--- src/usb_status_regs.svh ---
// Register offsets, field positions, reset values and timing counts
`ifndef USB_STATUS_REGS_SVH
`define USB_STATUS_REGS_SVH
`define FRAME_COUNT_LOW_ADDR 16'hf00b
`define FRAME_COUNT_HIGH_ADDR 16'hf00c
`define WAKE_REASON_ADDR 16'hf00d
`define WAKE_LEVEL_RESET 4'h3
`define WAKE_CD_CHG_BIT 4
`define WAKE_VBUS_CHG_BIT 5
`define WAKE_PA_CHG_BIT 6
`define WAKE_PB_CHG_BIT 7
`define CLK_PERIOD_PS 5000
`define DEBOUNCE_TIME_NS 1280000
`define DEBOUNCE_CYCLES ((`DEBOUNCE_TIME_NS * 1000) / `CLK_PERIOD_PS + 1)
`endif

--- src/usb_status_pkg.sv ---
// Types shared by the frame count and wake reason logic
package usb_status_pkg;
  typedef logic [10:0] frame_number_t;
  typedef logic [2:0] microframe_number_t;
  typedef logic [18:0] debounce_count_t;
endpackage

--- src/pin_debouncer.sv ---
// One debounced input with a change pulse
`timescale 1ns/100ps
`include "usb_status_regs.svh"
module pin_debouncer #(
  parameter logic RESET_LEVEL = 1'b0,
  parameter int COUNT = `DEBOUNCE_CYCLES
) (
  // Clock and reset
  input wire logic core_clk_in,
  input wire logic rstn_in,
  // Raw and filtered pin
  input wire logic pin_in,
  output logic level_out,
  output logic change_out
);
  typedef struct packed {
    logic level;
    logic change;
    usb_status_pkg::debounce_count_t count;
  } deb_state_t;
  deb_state_t st_r;
  deb_state_t st_nxt;

  // Level accepted only after it has held longer than the window
  always_comb begin
    st_nxt = st_r;
    st_nxt.change = 1'b0;
    if (pin_in == st_r.level) begin
      st_nxt.count = '0;
    end else if (st_r.count >= usb_status_pkg::debounce_count_t'(COUNT - 1)) begin
      st_nxt.level = pin_in;
      st_nxt.change = 1'b1;
      st_nxt.count = '0;
    end else begin
      st_nxt.count = st_r.count + 19'h00001;
    end
  end

  // Register update
  always_ff @(posedge core_clk_in) begin
    if (!rstn_in) begin
      st_r <= '{level: RESET_LEVEL, change: 1'b0, count: '0};
    end else begin
      st_r <= st_nxt;
    end
  end

  assign level_out = st_r.level;
  assign change_out = st_r.change;
endmodule

--- src/usb_frame_count_wake_status.sv ---
// Frame counter capture and wake reason status registers
//
// Overview of operation
// - Load 11-bit frame number on every start-of-frame
// - Pseudo start-of-frame increments number when unlocked
// - High register: frame bits 10:8, microframe 5:3
// - Only power-up or watchdog reset clears registers
// - Change flags set only when enabled; bus-power always
// - Write one clears flag; zero leaves it
// - Wake interrupt: OR of flags and mask enable
// - Pending interrupt is not queued again
// - New source sets its flag while pending
// - Event on already set flag is ignored
// - Flags update even with interrupt disabled
// - Both card-detect pins share one change flag
// - Outside low-power suspend, transition valid only after 1.28 ms stable
// - Suspend low-power path latches changes without clock
// - Bits 3:0 show debounced pin levels
// - Set flag means event since last clear
// - Wake reason bit layout levels then changes
// - Card-detect level reads one when no card
`timescale 1ns/100ps
`include "usb_status_regs.svh"
module usb_frame_count_wake_status (
  // Clock and reset (power-up or watchdog only)
  input wire logic core_clk_in,
  input wire logic rstn_in,
  // Microcontroller external data space
  input wire logic [15:0] mcu_addr_in,
  input wire logic mcu_rd_in,
  input wire logic mcu_wr_in,
  input wire logic [7:0] mcu_wdata_in,
  output logic [7:0] mcu_rdata_out,
  // Start-of-frame stream
  input wire logic sof_valid_in,
  input wire logic [10:0] sof_frame_number_in,
  input wire logic [2:0] sof_microframe_number_in,
  input wire logic pseudo_sof_in,
  input wire logic frame_locked_in,
  // Monitored pins
  input wire logic card_detect_one_n_in,
  input wire logic card_detect_two_n_in,
  input wire logic pin_a_in,
  input wire logic pin_b_in,
  input wire logic bus_power_in,
  // Configuration from other registers
  input wire logic card_detect_one_enable_in,
  input wire logic card_detect_two_enable_in,
  input wire logic pin_a_enable_in,
  input wire logic pin_b_enable_in,
  input wire logic wake_interrupt_enable_in,
  // Suspend asynchronous path
  input wire logic suspend_in,
  input wire logic remote_wakeup_enable_in,
  input wire logic low_power_enable_in,
  input wire logic [3:0] async_change_in,
  // Interrupt
  output logic wake_interrupt_out
);
  typedef struct packed {
    usb_status_pkg::frame_number_t frame_number;
    usb_status_pkg::microframe_number_t microframe_number;
    logic [3:0] change_flags;
    logic [7:0] rdata;
    logic irq;
  } top_state_t;
  top_state_t st_r;
  top_state_t st_nxt;

  // Filter taps, one per monitored pin
  logic [4:0] raw_pins;
  logic [4:0] levels;
  logic [4:0] changes;

  // Change vectors: flag order card, bus power, pin a, pin b
  logic [3:0] deb_changes;
  logic [3:0] deb_events;
  logic [3:0] sleep_events;
  logic [3:0] events;
  logic async_path;

  // Frame stream decode
  logic sof_load;
  logic pseudo_step;

  // Register access decode
  logic wake_write;
  logic [3:0] wake_clear;
  logic rd_low;
  logic rd_high;
  logic rd_wake;
  logic [7:0] rd_byte;

  // Address match used for both reads and writes
  function automatic logic hit(
    input logic [15:0] a,
    input logic [15:0] reg_addr
  );
    hit = (a == reg_addr);
  endfunction

  // Enables on one change vector; clocked and clockless paths share it
  function automatic logic [3:0] qualify(
    input logic [3:0] chg,
    input logic card_en,
    input logic pin_a_en,
    input logic pin_b_en
  );
    qualify[0] = chg[0] && card_en;
    qualify[1] = chg[1];
    qualify[2] = chg[2] && pin_a_en;
    qualify[3] = chg[3] && pin_b_en;
  endfunction

  // Clockless capture only in suspend with remote wakeup off and low power on
  function automatic logic clockless_mode(
    input logic suspend,
    input logic remote_wakeup,
    input logic low_power
  );
    clockless_mode = suspend && !remote_wakeup && low_power;
  endfunction

  // Shared card source: either enabled card pin may set it
  function automatic logic merge_card(
    input logic chg_one,
    input logic en_one,
    input logic chg_two,
    input logic en_two
  );
    merge_card = (chg_one && en_one) ||
                 (chg_two && en_two);
  endfunction

  // Write-one-to-clear mask; a zero bit leaves its flag alone
  function automatic logic [3:0] clear_mask(
    input logic wr,
    input logic [7:0] wdata
  );
    clear_mask = 4'h0;
    if (wr) begin
      clear_mask = wdata[7:4];
    end
  endfunction

  // One local timer tick; the all-ones frame wraps to zero
  function automatic usb_status_pkg::frame_number_t step_frame(
    input usb_status_pkg::frame_number_t f
  );
    if (&f) begin
      step_frame = '0;
    end else begin
      step_frame = f + 11'h001;
    end
  endfunction

  // Sticky flags: clear applied first so a same-cycle event wins
  function automatic logic [3:0] merge_flags(
    input logic [3:0] flags,
    input logic [3:0] clr,
    input logic [3:0] ev
  );
    merge_flags = (flags & ~clr) | ev;
  endfunction

  // Level interrupt; a pending one can never stack a second
  function automatic logic wake_level(
    input logic [3:0] flags,
    input logic enable
  );
    wake_level = (|flags) && enable;
  endfunction

  // Low frame byte
  function automatic logic [7:0] low_byte(
    input usb_status_pkg::frame_number_t f
  );
    low_byte = f[7:0];
  endfunction

  // High frame byte; reserved bits 7:6 always read zero
  function automatic logic [7:0] high_byte(
    input usb_status_pkg::frame_number_t f,
    input usb_status_pkg::microframe_number_t m
  );
    high_byte = {2'b00, m, f[10:8]};
  endfunction

  // Wake reason byte: change flags above debounced levels
  function automatic logic [7:0] wake_byte(
    input logic [3:0] flags,
    input logic [3:0] lv
  );
    wake_byte = {flags, lv};
  endfunction

  // Pins in order: card one, card two, pin a, pin b, bus power
  assign raw_pins = {bus_power_in, pin_b_in, pin_a_in, card_detect_two_n_in,
                     card_detect_one_n_in};

  // One filter per monitored pin
  genvar g;
  generate
    for (g = 0; g < 5; g++) begin : g_deb
      pin_debouncer #(
        .RESET_LEVEL((g < 2) ? 1'b1 : 1'b0),
        .COUNT(`DEBOUNCE_CYCLES)
      ) u_deb (
        .core_clk_in(core_clk_in),
        .rstn_in(rstn_in),
        .pin_in(raw_pins[g]),
        .level_out(levels[g]),
        .change_out(changes[g])
      );
    end
  endgenerate

  // Frame stream: a real packet always beats the local tick
  assign sof_load = sof_valid_in;
  assign pseudo_step = pseudo_sof_in && !sof_valid_in && !frame_locked_in;

  // Register strobes; reads and writes share one address bus
  assign wake_write = mcu_wr_in && hit(mcu_addr_in, `WAKE_REASON_ADDR);
  assign wake_clear = clear_mask(wake_write, mcu_wdata_in);
  assign rd_low = mcu_rd_in && hit(mcu_addr_in, `FRAME_COUNT_LOW_ADDR);
  assign rd_high = mcu_rd_in && hit(mcu_addr_in, `FRAME_COUNT_HIGH_ADDR);
  assign rd_wake = mcu_rd_in && hit(mcu_addr_in, `WAKE_REASON_ADDR);

  // Filtered changes in flag order; card enables applied per pin
  assign deb_changes[0] = merge_card(changes[0], card_detect_one_enable_in,
                                     changes[1], card_detect_two_enable_in);
  assign deb_changes[1] = changes[4];
  assign deb_changes[2] = changes[2];
  assign deb_changes[3] = changes[3];

  // Filtered events only count after the full window
  assign deb_events = qualify(deb_changes,
                              1'b1,
                              pin_a_enable_in,
                              pin_b_enable_in);

  // Clockless path cannot tell the card pins apart, so either enable admits it
  assign sleep_events = qualify(async_change_in,
                                card_detect_one_enable_in || card_detect_two_enable_in,
                                pin_a_enable_in,
                                pin_b_enable_in);

  // Clockless path owns the flags in low-power suspend
  assign async_path = clockless_mode(suspend_in, remote_wakeup_enable_in,
                                     low_power_enable_in);

  // Event source select; filtered pulses are dropped in low-power suspend
  always_comb begin
    if (async_path) begin
      events = sleep_events;
    end else begin
      events = deb_events;
    end
  end

  // Read mux; unmapped addresses and idle cycles give zero
  always_comb begin
    rd_byte = 8'h00;
    if (rd_low) begin
      rd_byte = low_byte(st_r.frame_number);
    end else if (rd_high) begin
      rd_byte = high_byte(st_r.frame_number, st_r.microframe_number);
    end else if (rd_wake) begin
      rd_byte = wake_byte(st_r.change_flags, levels[3:0]);
    end
  end

  // Next state: frame capture, flags, interrupt, readback
  always_comb begin
    st_nxt = st_r;
    // Frame number and microframe
    if (sof_load) begin
      st_nxt.frame_number = sof_frame_number_in;
      st_nxt.microframe_number = sof_microframe_number_in;
    end else if (pseudo_step) begin
      st_nxt.frame_number = step_frame(st_r.frame_number);
    end
    // Flags see no bus reset; only rstn_in and write-one-to-clear clear them
    st_nxt.change_flags = merge_flags(st_r.change_flags,
                                      wake_clear,
                                      events);
    // Interrupt follows the new flags in the same cycle
    st_nxt.irq = wake_level(st_nxt.change_flags, wake_interrupt_enable_in);
    // Read data stands one cycle only
    st_nxt.rdata = rd_byte;
  end

  // Only the power-up or watchdog reset reaches here; bus reset does not
  always_ff @(posedge core_clk_in) begin
    if (!rstn_in) begin
      st_r <= '0;
    end else begin
      st_r <= st_nxt;
    end
  end

  assign mcu_rdata_out = st_r.rdata;
  assign wake_interrupt_out = st_r.irq;
endmodule

--- config.mk ---
export PLATFORM = sky130hd
export DESIGN_NAME = usb_frame_count_wake_status
export DESIGN_NICKNAME = d
export VERILOG_FILES = /design/src/usb_status_pkg.sv /design/src/pin_debouncer.sv /design/src/usb_frame_count_wake_status.sv
export VERILOG_INCLUDE_DIRS = /design/src
export SDC_FILE = /design/constraint.sdc
export NUM_CORES = 1
export LEC_CHECK = 0
export BUFFER_PORTS_ARGS = -buffer_cell sky130_fd_sc_hd__buf_2
export CAP_MARGIN = 20
export CELL_PAD_IN_SITES_DETAIL_PLACEMENT = 1
export CELL_PAD_IN_SITES_GLOBAL_PLACEMENT = 1
export CORE_MARGIN = 1.5
export CORE_UTILIZATION = 40
export CTS_BUF_LIST = sky130_fd_sc_hd__clkbuf_16
export CTS_CLUSTER_DIAMETER = 100
export DETAILED_ROUTE_END_ITERATION = 8
export PLACE_DENSITY = 0.81
export RECOVER_POWER = 25
export SYNTH_ARGS = -nofsm -noshare
export SYNTH_HDL_FRONTEND = slang
export SYNTH_HIERARCHICAL = 1
export SYNTH_SLANG_ARGS = --single-unit
--- constraint.sdc ---
create_clock -name core_clk_in -period 1.75 [get_ports core_clk_in]
set_input_delay 0.2625 -clock core_clk_in [delete_from_list [all_inputs] [get_ports core_clk_in]]
set_output_delay 0.2625 -clock core_clk_in [all_outputs]
set_load 0.05 [all_outputs]
Word level (Yosys, flattened, before mapping)
Cells that the tools add are included.
{ "op_classes": {"n_addsub": 6, "order_cmp": 5, "n_eq_ne": 8, "muxes": 13, "bitwise_logic": 9, "n_reduce_logical": 39} }
{ "ops": {"columns": ["cell", "n"], "rows": [
  ["adder 19 x 1 -> 19 bit, second input constant", 5],
  ["greater-or-equal comparator 19 x 18 -> 1 bit, second input constant", 5],
  ["equality test 16 bit, second input constant", 3],
  ["2-to-1 mux 11 bit", 3],
  ["2-to-1 mux 8 bit", 3],
  ["logical AND 1 bit", 16],
  ["OR reduction 3 bit", 5],
  ["adder 11 x 1 -> 11 bit, second input constant", 1],
  ["AND reduction 11 bit", 1],
  ["AND reduction 2 bit", 5],
  ["OR reduction 2 bit", 5],
  ["2-to-1 mux 4 bit", 2],
  ["inverter 1 bit", 6],
  ["equality test 1 bit", 5],
  ["2-to-1 mux 1 bit", 5],
  ["AND 4 bit", 1],
  ["inverter 4 bit", 1],
  ["bitwise OR 4 bit", 1],
  ["OR reduction 4 bit", 1],
  ["zero test 1 bit", 3],
  ["logical OR 1 bit", 2],
  ["nonzero test 2 bit", 1]
]} }
{ "totals": {"ff_bits": 132, "in_bits": 62, "out_inout_bits": 9, "word_cells": 100} }

Depth between registers and ports, before layout
Gate-level depths: netlist (run 1).
{ "logic_depth": {"depth_word": 8, "ltp_mapped": 7, "depth_no_buf": 7} }

Cells and area by module
Netlist (run 1), hierarchy kept.
{ "modules_own_cells": {"columns": ["mod", "n_inst", "cells_each", "area_each_um2", "seq_area_each_um2"], "rows": [
  ["pin_debouncer (g_deb[2].u_deb ...)", 2, 107, 929.6, 420.4],
  ["pin_debouncer (g_deb[0].u_deb ...)", 2, 105, 925.9, 420.4],
  ["usb_frame_count_wake_status", 1, 163, 1451.4, 540.5],
  ["pin_debouncer (g_deb[4].u_deb)", 1, 98, 939.7, 420.4]
]} }

Worst setup path before layout (run 1)
Ideal clock, no wire load.
{ "synth_path": {"path_type": "reg2reg", "startpoint": "register g_deb[0].u_deb/st_r[0] (netlist name)", "endpoint": "register g_deb[0].u_deb/st_r[14] (netlist name)", "setup_time_ps": 71, "arrival_time_ps": 1651, "t_required_ps": 1679, "setup_slack_ps": 28, "path_stages_with_launch": 7, "n_path_buf": 1, "period_less_slack_ps": 1722, "cell_sequence": "dfxtp_1 > ha_1 > nand4_2 > or2_1 > clkbuf_2 > or4_1 > a21oi_1"} }
{ "synth_via": {"elab_chain_len": 2, "word_cells_on_any_way": 3, "cone_classes": "add/sub: 1; order compare: 1; reduce/logical: 1"} }
{ "synth_rtl": {"columns": ["element", "line", "source"], "rows": [
  ["start: declaration", "pin_debouncer.sv:21", "deb_state_t st_r;"],
  ["start signal: assignment", "pin_debouncer.sv:42", "st_r <= '{level: RESET_LEVEL, change: 1'b0, count: '0};"],
  ["start signal: assignment", "pin_debouncer.sv:44", "st_r <= st_nxt;"],
  ["greater-or-equal comparator 19 x 18 -> 1 bit", "pin_debouncer.sv:30", "end else if (st_r.count >= usb_status_pkg::debounce_count_t'(COUNT - 1)) begin"],
  ["OR reduction 3 bit (no source line)", null, null]
]} }
Parallel ways exist; a longest one is shown, timed or not.
A chain may end at the register's enable or synchronous reset.

Worst setup path after layout (run 1)
{ "layout_path": {"startpoint": "register g_deb[0].u_deb/st_r[1] (netlist name)", "endpoint": "register g_deb[0].u_deb/st_r[16] (netlist name)"} }
Same word-level chain as after synthesis.

==> summary.md, run 1 <==
| Metric | Value |
|---|---|
| Result of the run | complete, no violations |
| Critical Path AT | 2.03 ns |
| Synthesized netlist net count | 758 |
| Worst-Margin Slew | 0.7185 ns |
| H-tree levels | 4 |
| Fraction of final layout cells with drive strength greater than 1 | 18.94% |
| Highest clock frequency the design can meet | 0.5944 GHz |
| Leakage Power | 2.716 nW |
| Synth-to-Final Area Change | 19.85% |
| Number of antenna violations at the first check in global routing | 5 |
| Sinks on the clock net | 132 |
| Final nets | 854 |
| Clk root buf | sky130_fd_sc_hd__clkbuf_16 |
| Top cell type by total area after synthesis | sky130_fd_sc_hd__dfxtp_1 |
| Final hold violations | 0 |
| Gate Count Post-Synth | 685 |
| Areal power density over the cells | 905.9 nW/µm² |
| DRT Pass-1 Iters | 5 |
| Most area-consuming cells after synthesis | sky130_fd_sc_hd__dfxtp_1 (43%), sky130_fd_sc_hd__xor2_1 (6.0%), sky130_fd_sc_hd__nor2_1 (5.7%) |
| Setup repair bufs after CTS | 0 |
| Most instantiated library cell after synthesis | sky130_fd_sc_hd__dfxtp_1 |
| Detailed-route via count | 5268 |
| Via count of the first global-routing pass | 5565 |
| Maximum count of clock buffers along a single path | 2 |
| Average wire per cell in the routed design | 16.93 µm |
| Post-layout total power | 6.625 mW |
| Post-route fraction of the period consumed by the critical path | 96.13% |
| Total routing resource utilization after global routing | 21.19% |
| Maximum Capacitance Violations | 0 |
| Unrepaired setup endpoints after global routing | no |
| Reg-to-reg critical path endpoint | g_deb[0].u_deb/st_r[16] |
| WL final | 16600 µm |
| Setup skew after layout | 0.006075 ns |
| IR drop worst, VDD | 0.0006967 V |
| Post-synthesis instance area | 6102 µm² |
| Number of buffer cells added on primary ports | 66 |
| Worst rel slew slack | 52.10% |
| Largest net degree at the start of global routing | 19 |
| Final period demand of the worst path | 1.682 ns |
| Final Max Slew Viols | 0 |
| Dominant register cell in the synthesized netlist | sky130_fd_sc_hd__dfxtp_1 |
| Clk pin slew, worst setup/hold paths | 0.06 ns |
| Die Span Y | 126.5 µm |
| Number of core rows | 44 |
| Initial core utilization | 41.51% |
| Count of unresolved DRC violations after routing | 0 |
| Hold buffer count at cts | 0 |
| Crit path kind | flop to flop |
| Launch instance of the worst register-to-register path | g_deb[0].u_deb/st_r[1] |
| Element type at the critical path end | flop |
| Placer Congestion | 0.8361 |
| TritonCTS clock tree | built |
| Hold wc startpoint | sof_frame_number_in[6] |
| Max Fanout on Critical Path | 5 |
| Drt first-iter violations | 300 |
| Proportion of synthesized flip-flops having asynchronous set or reset | 0% |
| TritonCTS Buffers | 17 |
| Hold/Removal Path Class | primary input to flop |
| Antenna Violating Nets Remaining | 0 |
| Ys Warns | 6 |
| FF+latch count, synth | 132 |
| Residual overflow from global routing | 0 |
| Number of cells in the finished layout apart from fillers | 981 |
| # setup viols final | 0 |
| Number of enable flip-flop cells after synthesis | 0 |
| Worst-case reg-to-reg path depth | 5 |
| Share of the synthesized area in the top cell type | 43.31% |
| Sequential-to-total area share from yosys stat | 43.31% |
| Core Footprint | 14700 µm² |
| I/O pins | 71 |
| Die span in x | 126.5 µm |
| Skew-Pair Late Insertion Delay | 0.42 ns |
| CP Data Required Time | 2.10 ns |
| Die area | 16000 µm² |
| Vias/cell | 5.370 |
| First-pass GRT wire length | 26670 µm |
| Type of origin of the critical path | flop |
| Post-detail-place hpwl | 11920 µm |
| Mean instance size in the synthesized netlist | 8.908 µm² |
| Worst Hold Depth | 2 |
| Placed Cells | 946 |
| Register-to-register setup slack | 0.07 ns |
| Distinct cell type count after synthesis | 58 |
| Commonest cells in the synthesized netlist | sky130_fd_sc_hd__dfxtp_1 (132), sky130_fd_sc_hd__nor2_1 (92), sky130_fd_sc_hd__nand2_1 (47), sky130_fd_sc_hd__xor2_1 (42), sky130_fd_sc_hd__nand4_1 (33) |
| Min-Delay Endpoint | st_r[22] |
worst max-delay path, cell delays in order, from the launching register on:
cell,delay (ns)
sky130_fd_sc_hd__dfxtp_1,0.34
sky130_fd_sc_hd__ha_1,0.19
sky130_fd_sc_hd__nand4_2,0.11
sky130_fd_sc_hd__or2_1,0.30
sky130_fd_sc_hd__or4_1,0.51
sky130_fd_sc_hd__a21oi_1,0.16
layout make-up:
cell class	instances	area (µm²)
clock buffer	17	425.4
antenna	5	12.51
clock inverter	13	81.33
fill	1721	7386
sequential	132	2643
inverter	26	97.59
timing repair buffer	106	609.3
multi-input combinational	498	3214
tap	184	230.2
routing by layer:
metal	vias up	global-route usage, %	part of all wire, %
met5	-	0	0.042
met4	2	7.370	1.6
met3	27	6.959	5.9
met2	93	36.84	50
li1	2591	-	-
met1	2555	24.44	43
sequential cells by signal (all words and copies together), names as in the netlist:
name / flops
mcu_rdata_out: 8
g_deb.u_deb/level_out: 5
st_r: 18
g_deb.u_deb/change_out: 5
wake_interrupt_out: 1
g_deb.u_deb/st_r: 95
power by group:
group          internal (mW)  switching, mW  total (mW)  leakage, nW
Sequential              3.07         0.0490        3.11         1.07
Clock                   1.88           1.26        3.14        0.273
Combinational          0.159          0.211       0.370         1.37
metrics by stage:
| step | worst slack [ns] | setup TNS (ns) | hold WS (ns) | instance area (µm²) | util, % |
|---|---|---|---|---|---|
| after CTS | 0.04218 | 0 | 0.04577 | 7303 | 49.69 |
| after floorplan | 0.02774 | 0 | 0.3244 | 6102 | - |
| final | 0.06770 | 0 | 0.06212 | 7313 | 49.75 |
| after global placement | -0.1484 | -0.6906 | 0.4479 | 6797 | 46.24 |
| after global routing | 0.004467 | 0 | 0.05273 | 7306 | 49.70 |
| after detailed placement | -0.2140 | -1.344 | 0.4617 | 6797 | 46.24 |
cells in the final DEF, fill, tap and decap left out, drive strengths merged, types with 3 or more instances in the layout:
cell / count
clkbuf: 29
or2: 10
diode: 5
o211a: 4
xor2: 42
nand2: 47
and4: 10
conb: 5
mux2: 4
dfxtp: 132
and3: 12
mux2i: 8
nand3: 34
inv: 31
nand3b: 5
nor4: 7
ha: 11
a22oi: 3
buf: 94
o21ai: 19
a222oi: 7
nor3: 20
xnor2: 29
nor2b: 15
or4: 12
nand4: 37
o31ai: 12
nor2: 92
a21oi: 24
clkinv: 7
and2: 7
worst max-delay path by stage:
| stage | cells after the start | from | slack [ns] | endpoint |
|---|---|---|---|---|
| after floorplan | 6 | g_deb[0].u_deb/st_r[0] | 0.03 | g_deb[0].u_deb/st_r[14] |
| after global placement | 7 | mcu_addr_in[11] | -0.15 | wake_interrupt_out |
| after detailed placement | 7 | mcu_addr_in[11] | -0.21 | wake_interrupt_out |
| after CTS | 5 | g_deb[1].u_deb/st_r[0] | 0.04 | g_deb[1].u_deb/st_r[16] |
| after global routing | 5 | g_deb[1].u_deb/st_r[0] | 0.004 | g_deb[1].u_deb/st_r[16] |
| final | 5 | g_deb[0].u_deb/st_r[1] | 0.07 | g_deb[0].u_deb/st_r[16] |
what timing repair did:
| action | in CTS | in global routing |
|---|---|---|
| resized for setup | 0 | 7 |
| endpoints found under the hold margin | 0 | 0 |
| endpoints found under the setup margin | 0 | 9 |
cells by family (layout without fill, tap and decap cells):
family | count (synthesis) | count (layout) | share of synthesized area (%)
simple gates | 316 | 316 | 28.30
flops | 132 | 132 | 43.31
compound gates | 83 | 83 | 9.268
xor+xnor | 71 | 71 | 10.19
buf+inv | 55 | 162 | 4.326
mux | 12 | 12 | 2.050
fa+ha+maj | 11 | 11 | 2.255
other cells | 5 | 10 | 0.3076
No activity file was read; power rests on OpenSTA's default activity.
==> run 2, diff against run 1 <==
CTS_CLUSTER_SIZE = 20   (was default)
PLACE_DENSITY = default   (was 0.81)
PLACE_DENSITY_LB_ADDON = 0.1   (was default)
==> run 2 against run 1 <==
Die area is the same. Routed wire length is 4.8% lower. Fmax up 1.2%.
==> summary.md, run 2 (synthesis gave the netlist of run 1 again) <==
| Metric | Value |
|---|---|
| Result of the run | complete, no violations (unchanged) |
| Length of routed met3 wiring | 541 µm (was 979 µm) |
| IR drop worst, VDD | 0.0006701 V (was 0.0006967 V) |
| Final period demand of the worst path | 1.662 ns (was 1.682 ns) |
| Skew-Pair Late Insertion Delay | 0.42 ns (about the same) |
| Areal power density over the cells | 988.1 nW/µm² (was 905.9 nW/µm²) |
| Drt first-iter violations | 246 (was 300) |
| Number of cells in the finished layout apart from fillers | 980 (was 981) |
| First-pass GRT wire length | 26560 µm (was 26670 µm) |
| Count of unresolved DRC violations after routing | 0 (unchanged) |
| Placed Cells | 948 (was 946) |
| Residual overflow from global routing | 0 (unchanged) |
| Type of origin of the critical path | flop (unchanged) |
| Vias/cell | 5.273 (was 5.370) |
| Cell with the largest stage delay on the worst path | sky130_fd_sc_hd__or4_1 (unchanged) |
| Top cell family by delay on the critical path | simple AND/OR/NAND/NOR gates (unchanged) |
| Largest net degree at the start of global routing | 19 (unchanged) |
| WL final | 15800 µm (was 16600 µm) |
| TritonCTS Buffers | 17 (unchanged) |
| Synth-to-Final Area Change | 22.12% (was 19.85%) |
| Hold buffer count at cts | 0 (unchanged) |
| Final setup slack of the worst path | 0.08837 ns (was 0.06770 ns) |
| Slowest Stage Delay on Critical Path | 0.46 ns (was 0.51 ns) |
| Average wire per cell in the routed design | 16.12 µm (was 16.93 µm) |
| Clk pin slew, worst setup/hold paths | 0.06 ns (about the same) |
| Critical Path AT | 2.01 ns (was 2.03 ns) |
| Max Fanout on Critical Path | 5 (unchanged) |
| Met2 wirelength from detailed routing | 7883 µm (was 8296 µm) |
| Detailed-route via count | 5168 (was 5268) |
| # setup viols final | 0 (unchanged) |
| Critical path, cell by cell | ha_2 > nand4_2 > or2_4 > or4_1 > a21oi_1 (was ha_1 > nand4_2 > or2_1 > or4_1 > a21oi_1) |
| Number of buffer cells added on primary ports | 66 (unchanged) |
| Maximum Capacitance Violations | 0 (unchanged) |
| Worst rel slew slack | 54.72% (was 52.10%) |
| Worst-Margin Slew | 0.6779 ns (was 0.7185 ns) |
| Initial core utilization | 41.51% (unchanged) |
| Number of core rows | 44 (unchanged) |
| Highest clock frequency the design can meet | 0.6018 GHz (was 0.5944 GHz) |
| Register bank with the most flops | g_deb.u_deb/st_r (unchanged) |
| Max FFs per register | 95 (unchanged) |
| Antenna Violating Nets Remaining | 0 (unchanged) |
| Final Max Slew Viols | 0 (unchanged) |
| Number of fill cells in the layout | 1714 (was 1721) |
| Via count of the first global-routing pass | 5543 (was 5565) |
| Most used cells in the layout excluding fill and tap cells | sky130_fd_sc_hd__dfxtp_1 (131), sky130_fd_sc_hd__nor2_1 (92), sky130_fd_sc_hd__buf_2 (57), sky130_fd_sc_hd__nand2_1 (47), sky130_fd_sc_hd__xor2_1 (42) (was sky130_fd_sc_hd__dfxtp_1 (132), sky130_fd_sc_hd__nor2_1 (92), sky130_fd_sc_hd__buf_2 (57), sky130_fd_sc_hd__nand2_1 (47), sky130_fd_sc_hd__xor2_1 (42)) |
| Final nets | 856 (was 854) |
| Placer Congestion | 0.8166 (was 0.8361) |
| Most common cell after layout, fill and taps aside | sky130_fd_sc_hd__dfxtp_1 (unchanged) |
| Die span in x | 126.5 µm (unchanged) |
| Post-detail-place hpwl | 11220 µm (was 11920 µm) |
| Final hold violations | 0 (unchanged) |
| Number of antenna violations at the first check in global routing | 0 (was 5) |
| Die Span Y | 126.5 µm (unchanged) |
| CP Data Required Time | 2.10 ns (about the same) |
| Core Footprint | 14700 µm² (unchanged) |
| Ant. Diodes | 0 (was 5) |
| Crit path kind | flop to flop (unchanged) |
| Wire length on met1 | 7163 µm (was 7060 µm) |
| Sinks on the clock net | 132 (unchanged) |
| DRT Pass-1 Iters | 4 (was 5) |
| Cells resized by post-CTS repair | 0 (unchanged) |
| Setup skew after layout | 0.009824 ns (was 0.006075 ns) |
| Element type at the critical path end | flop (unchanged) |
| Maximum count of clock buffers along a single path | 2 (unchanged) |
| Total routing resource utilization after global routing | 20.79% (was 21.19%) |
| Setup WS pre-CTS | -0.2032 ns (was -0.2140 ns) |
| Clk root buf | sky130_fd_sc_hd__clkbuf_16 (unchanged) |
| Leakage Power | 2.740 nW (was 2.716 nW) |
| Die area | 16000 µm² (unchanged) |
| TritonCTS clock tree | built (unchanged) |
| Post-route fraction of the period consumed by the critical path | 94.95% (was 96.13%) |
| Fraction of final layout cells with drive strength greater than 1 | 20.35% (was 18.94%) |
| Top metal layer carrying routed signals | met4 (was met5) |
| Number of buffer and inverter stages on the critical path | 0 (unchanged) |
| Hold/Removal Path Class | primary input to flop (unchanged) |
| I/O pins | 71 (unchanged) |
| Utilization after layout | 50.70% (was 49.75%) |
| Setup repair bufs after CTS | 0 (unchanged) |
| H-tree levels | 4 (unchanged) |
-- run 2: changes by cell type in the layout (fill, tap and decap cells not counted), moves of 2 or more --
cell	delta
sky130_fd_sc_hd__and2_0	+2
sky130_fd_sc_hd__inv_1	-5
sky130_fd_sc_hd__bufinv_16	+4
sky130_fd_sc_hd__buf_4	+2
sky130_fd_sc_hd__clkinv_2	-3
sky130_fd_sc_hd__and2_1	-2
sky130_fd_sc_hd__diode_2	-5
sky130_fd_sc_hd__clkinvlp_4	+3
-- run 2: worst reg2reg max path, delay by kind of cell (launching register included) --
family | cells | cell delay, ns
compound gates | 1 | 0.15
fa+ha+maj | 1 | 0.24
flops | 1 | 0.35
simple gates | 3 | 0.86
-- run 2: final cells by class --
type	count	area, µm²	area share, %
inverter	26	97.59	1.310
tap	184	230.2	3.089
timing repair buffer	108	630.6	8.462
sequential	132	2644	35.48
clock inverter	15	211.5	2.837
multi-input combinational	498	3213	43.12
clock buffer	17	425.4	5.709
-- run 2: layer usage --
layer	global-route usage [%]	up-vias
li1	-	2585
met1	24.66	2482
met2	36.90	85
met3	4.766	16
met4	7.235	0
met5	0	-
-- run 2: worst paths after layout --
path                                                 to  cells after the start              startpoint  slack [ns]
worst min register to register   g_deb[4].u_deb/st_r[0]                      1  g_deb[4].u_deb/st_r[0]        0.49
worst max register to register  g_deb[2].u_deb/st_r[16]                      5  g_deb[2].u_deb/st_r[0]        0.09
worst min-delay path                           st_r[19]                      2  sof_frame_number_in[3]        0.06
worst max-delay path            g_deb[2].u_deb/st_r[16]                      5  g_deb[2].u_deb/st_r[0]        0.09
-- run 2: power by group --
part / leakage (nW) / switching [mW] / internal (mW) / total, mW
logic: 1.37 / 0.208 / 0.165 / 0.373
registers: 1.07 / 0.0464 / 3.06 / 3.11
clock network: 0.302 / 1.37 / 2.51 / 3.88
-- run 2: per-stage QoR --
step                      setup TNS (ns)  instance area (µm²)  hold WS [ns]  power (mW)
after floorplan                        0                 6102        0.3244       3.357
after global placement           -0.3011                 6804        0.4523       3.525
after detailed placement         -0.7500                 6815        0.4805       3.547
after CTS                              0                 7452       0.04929       7.452
after global routing            -0.01171                 7452       0.06050       7.618
final                                  0                 7452       0.06458       7.364
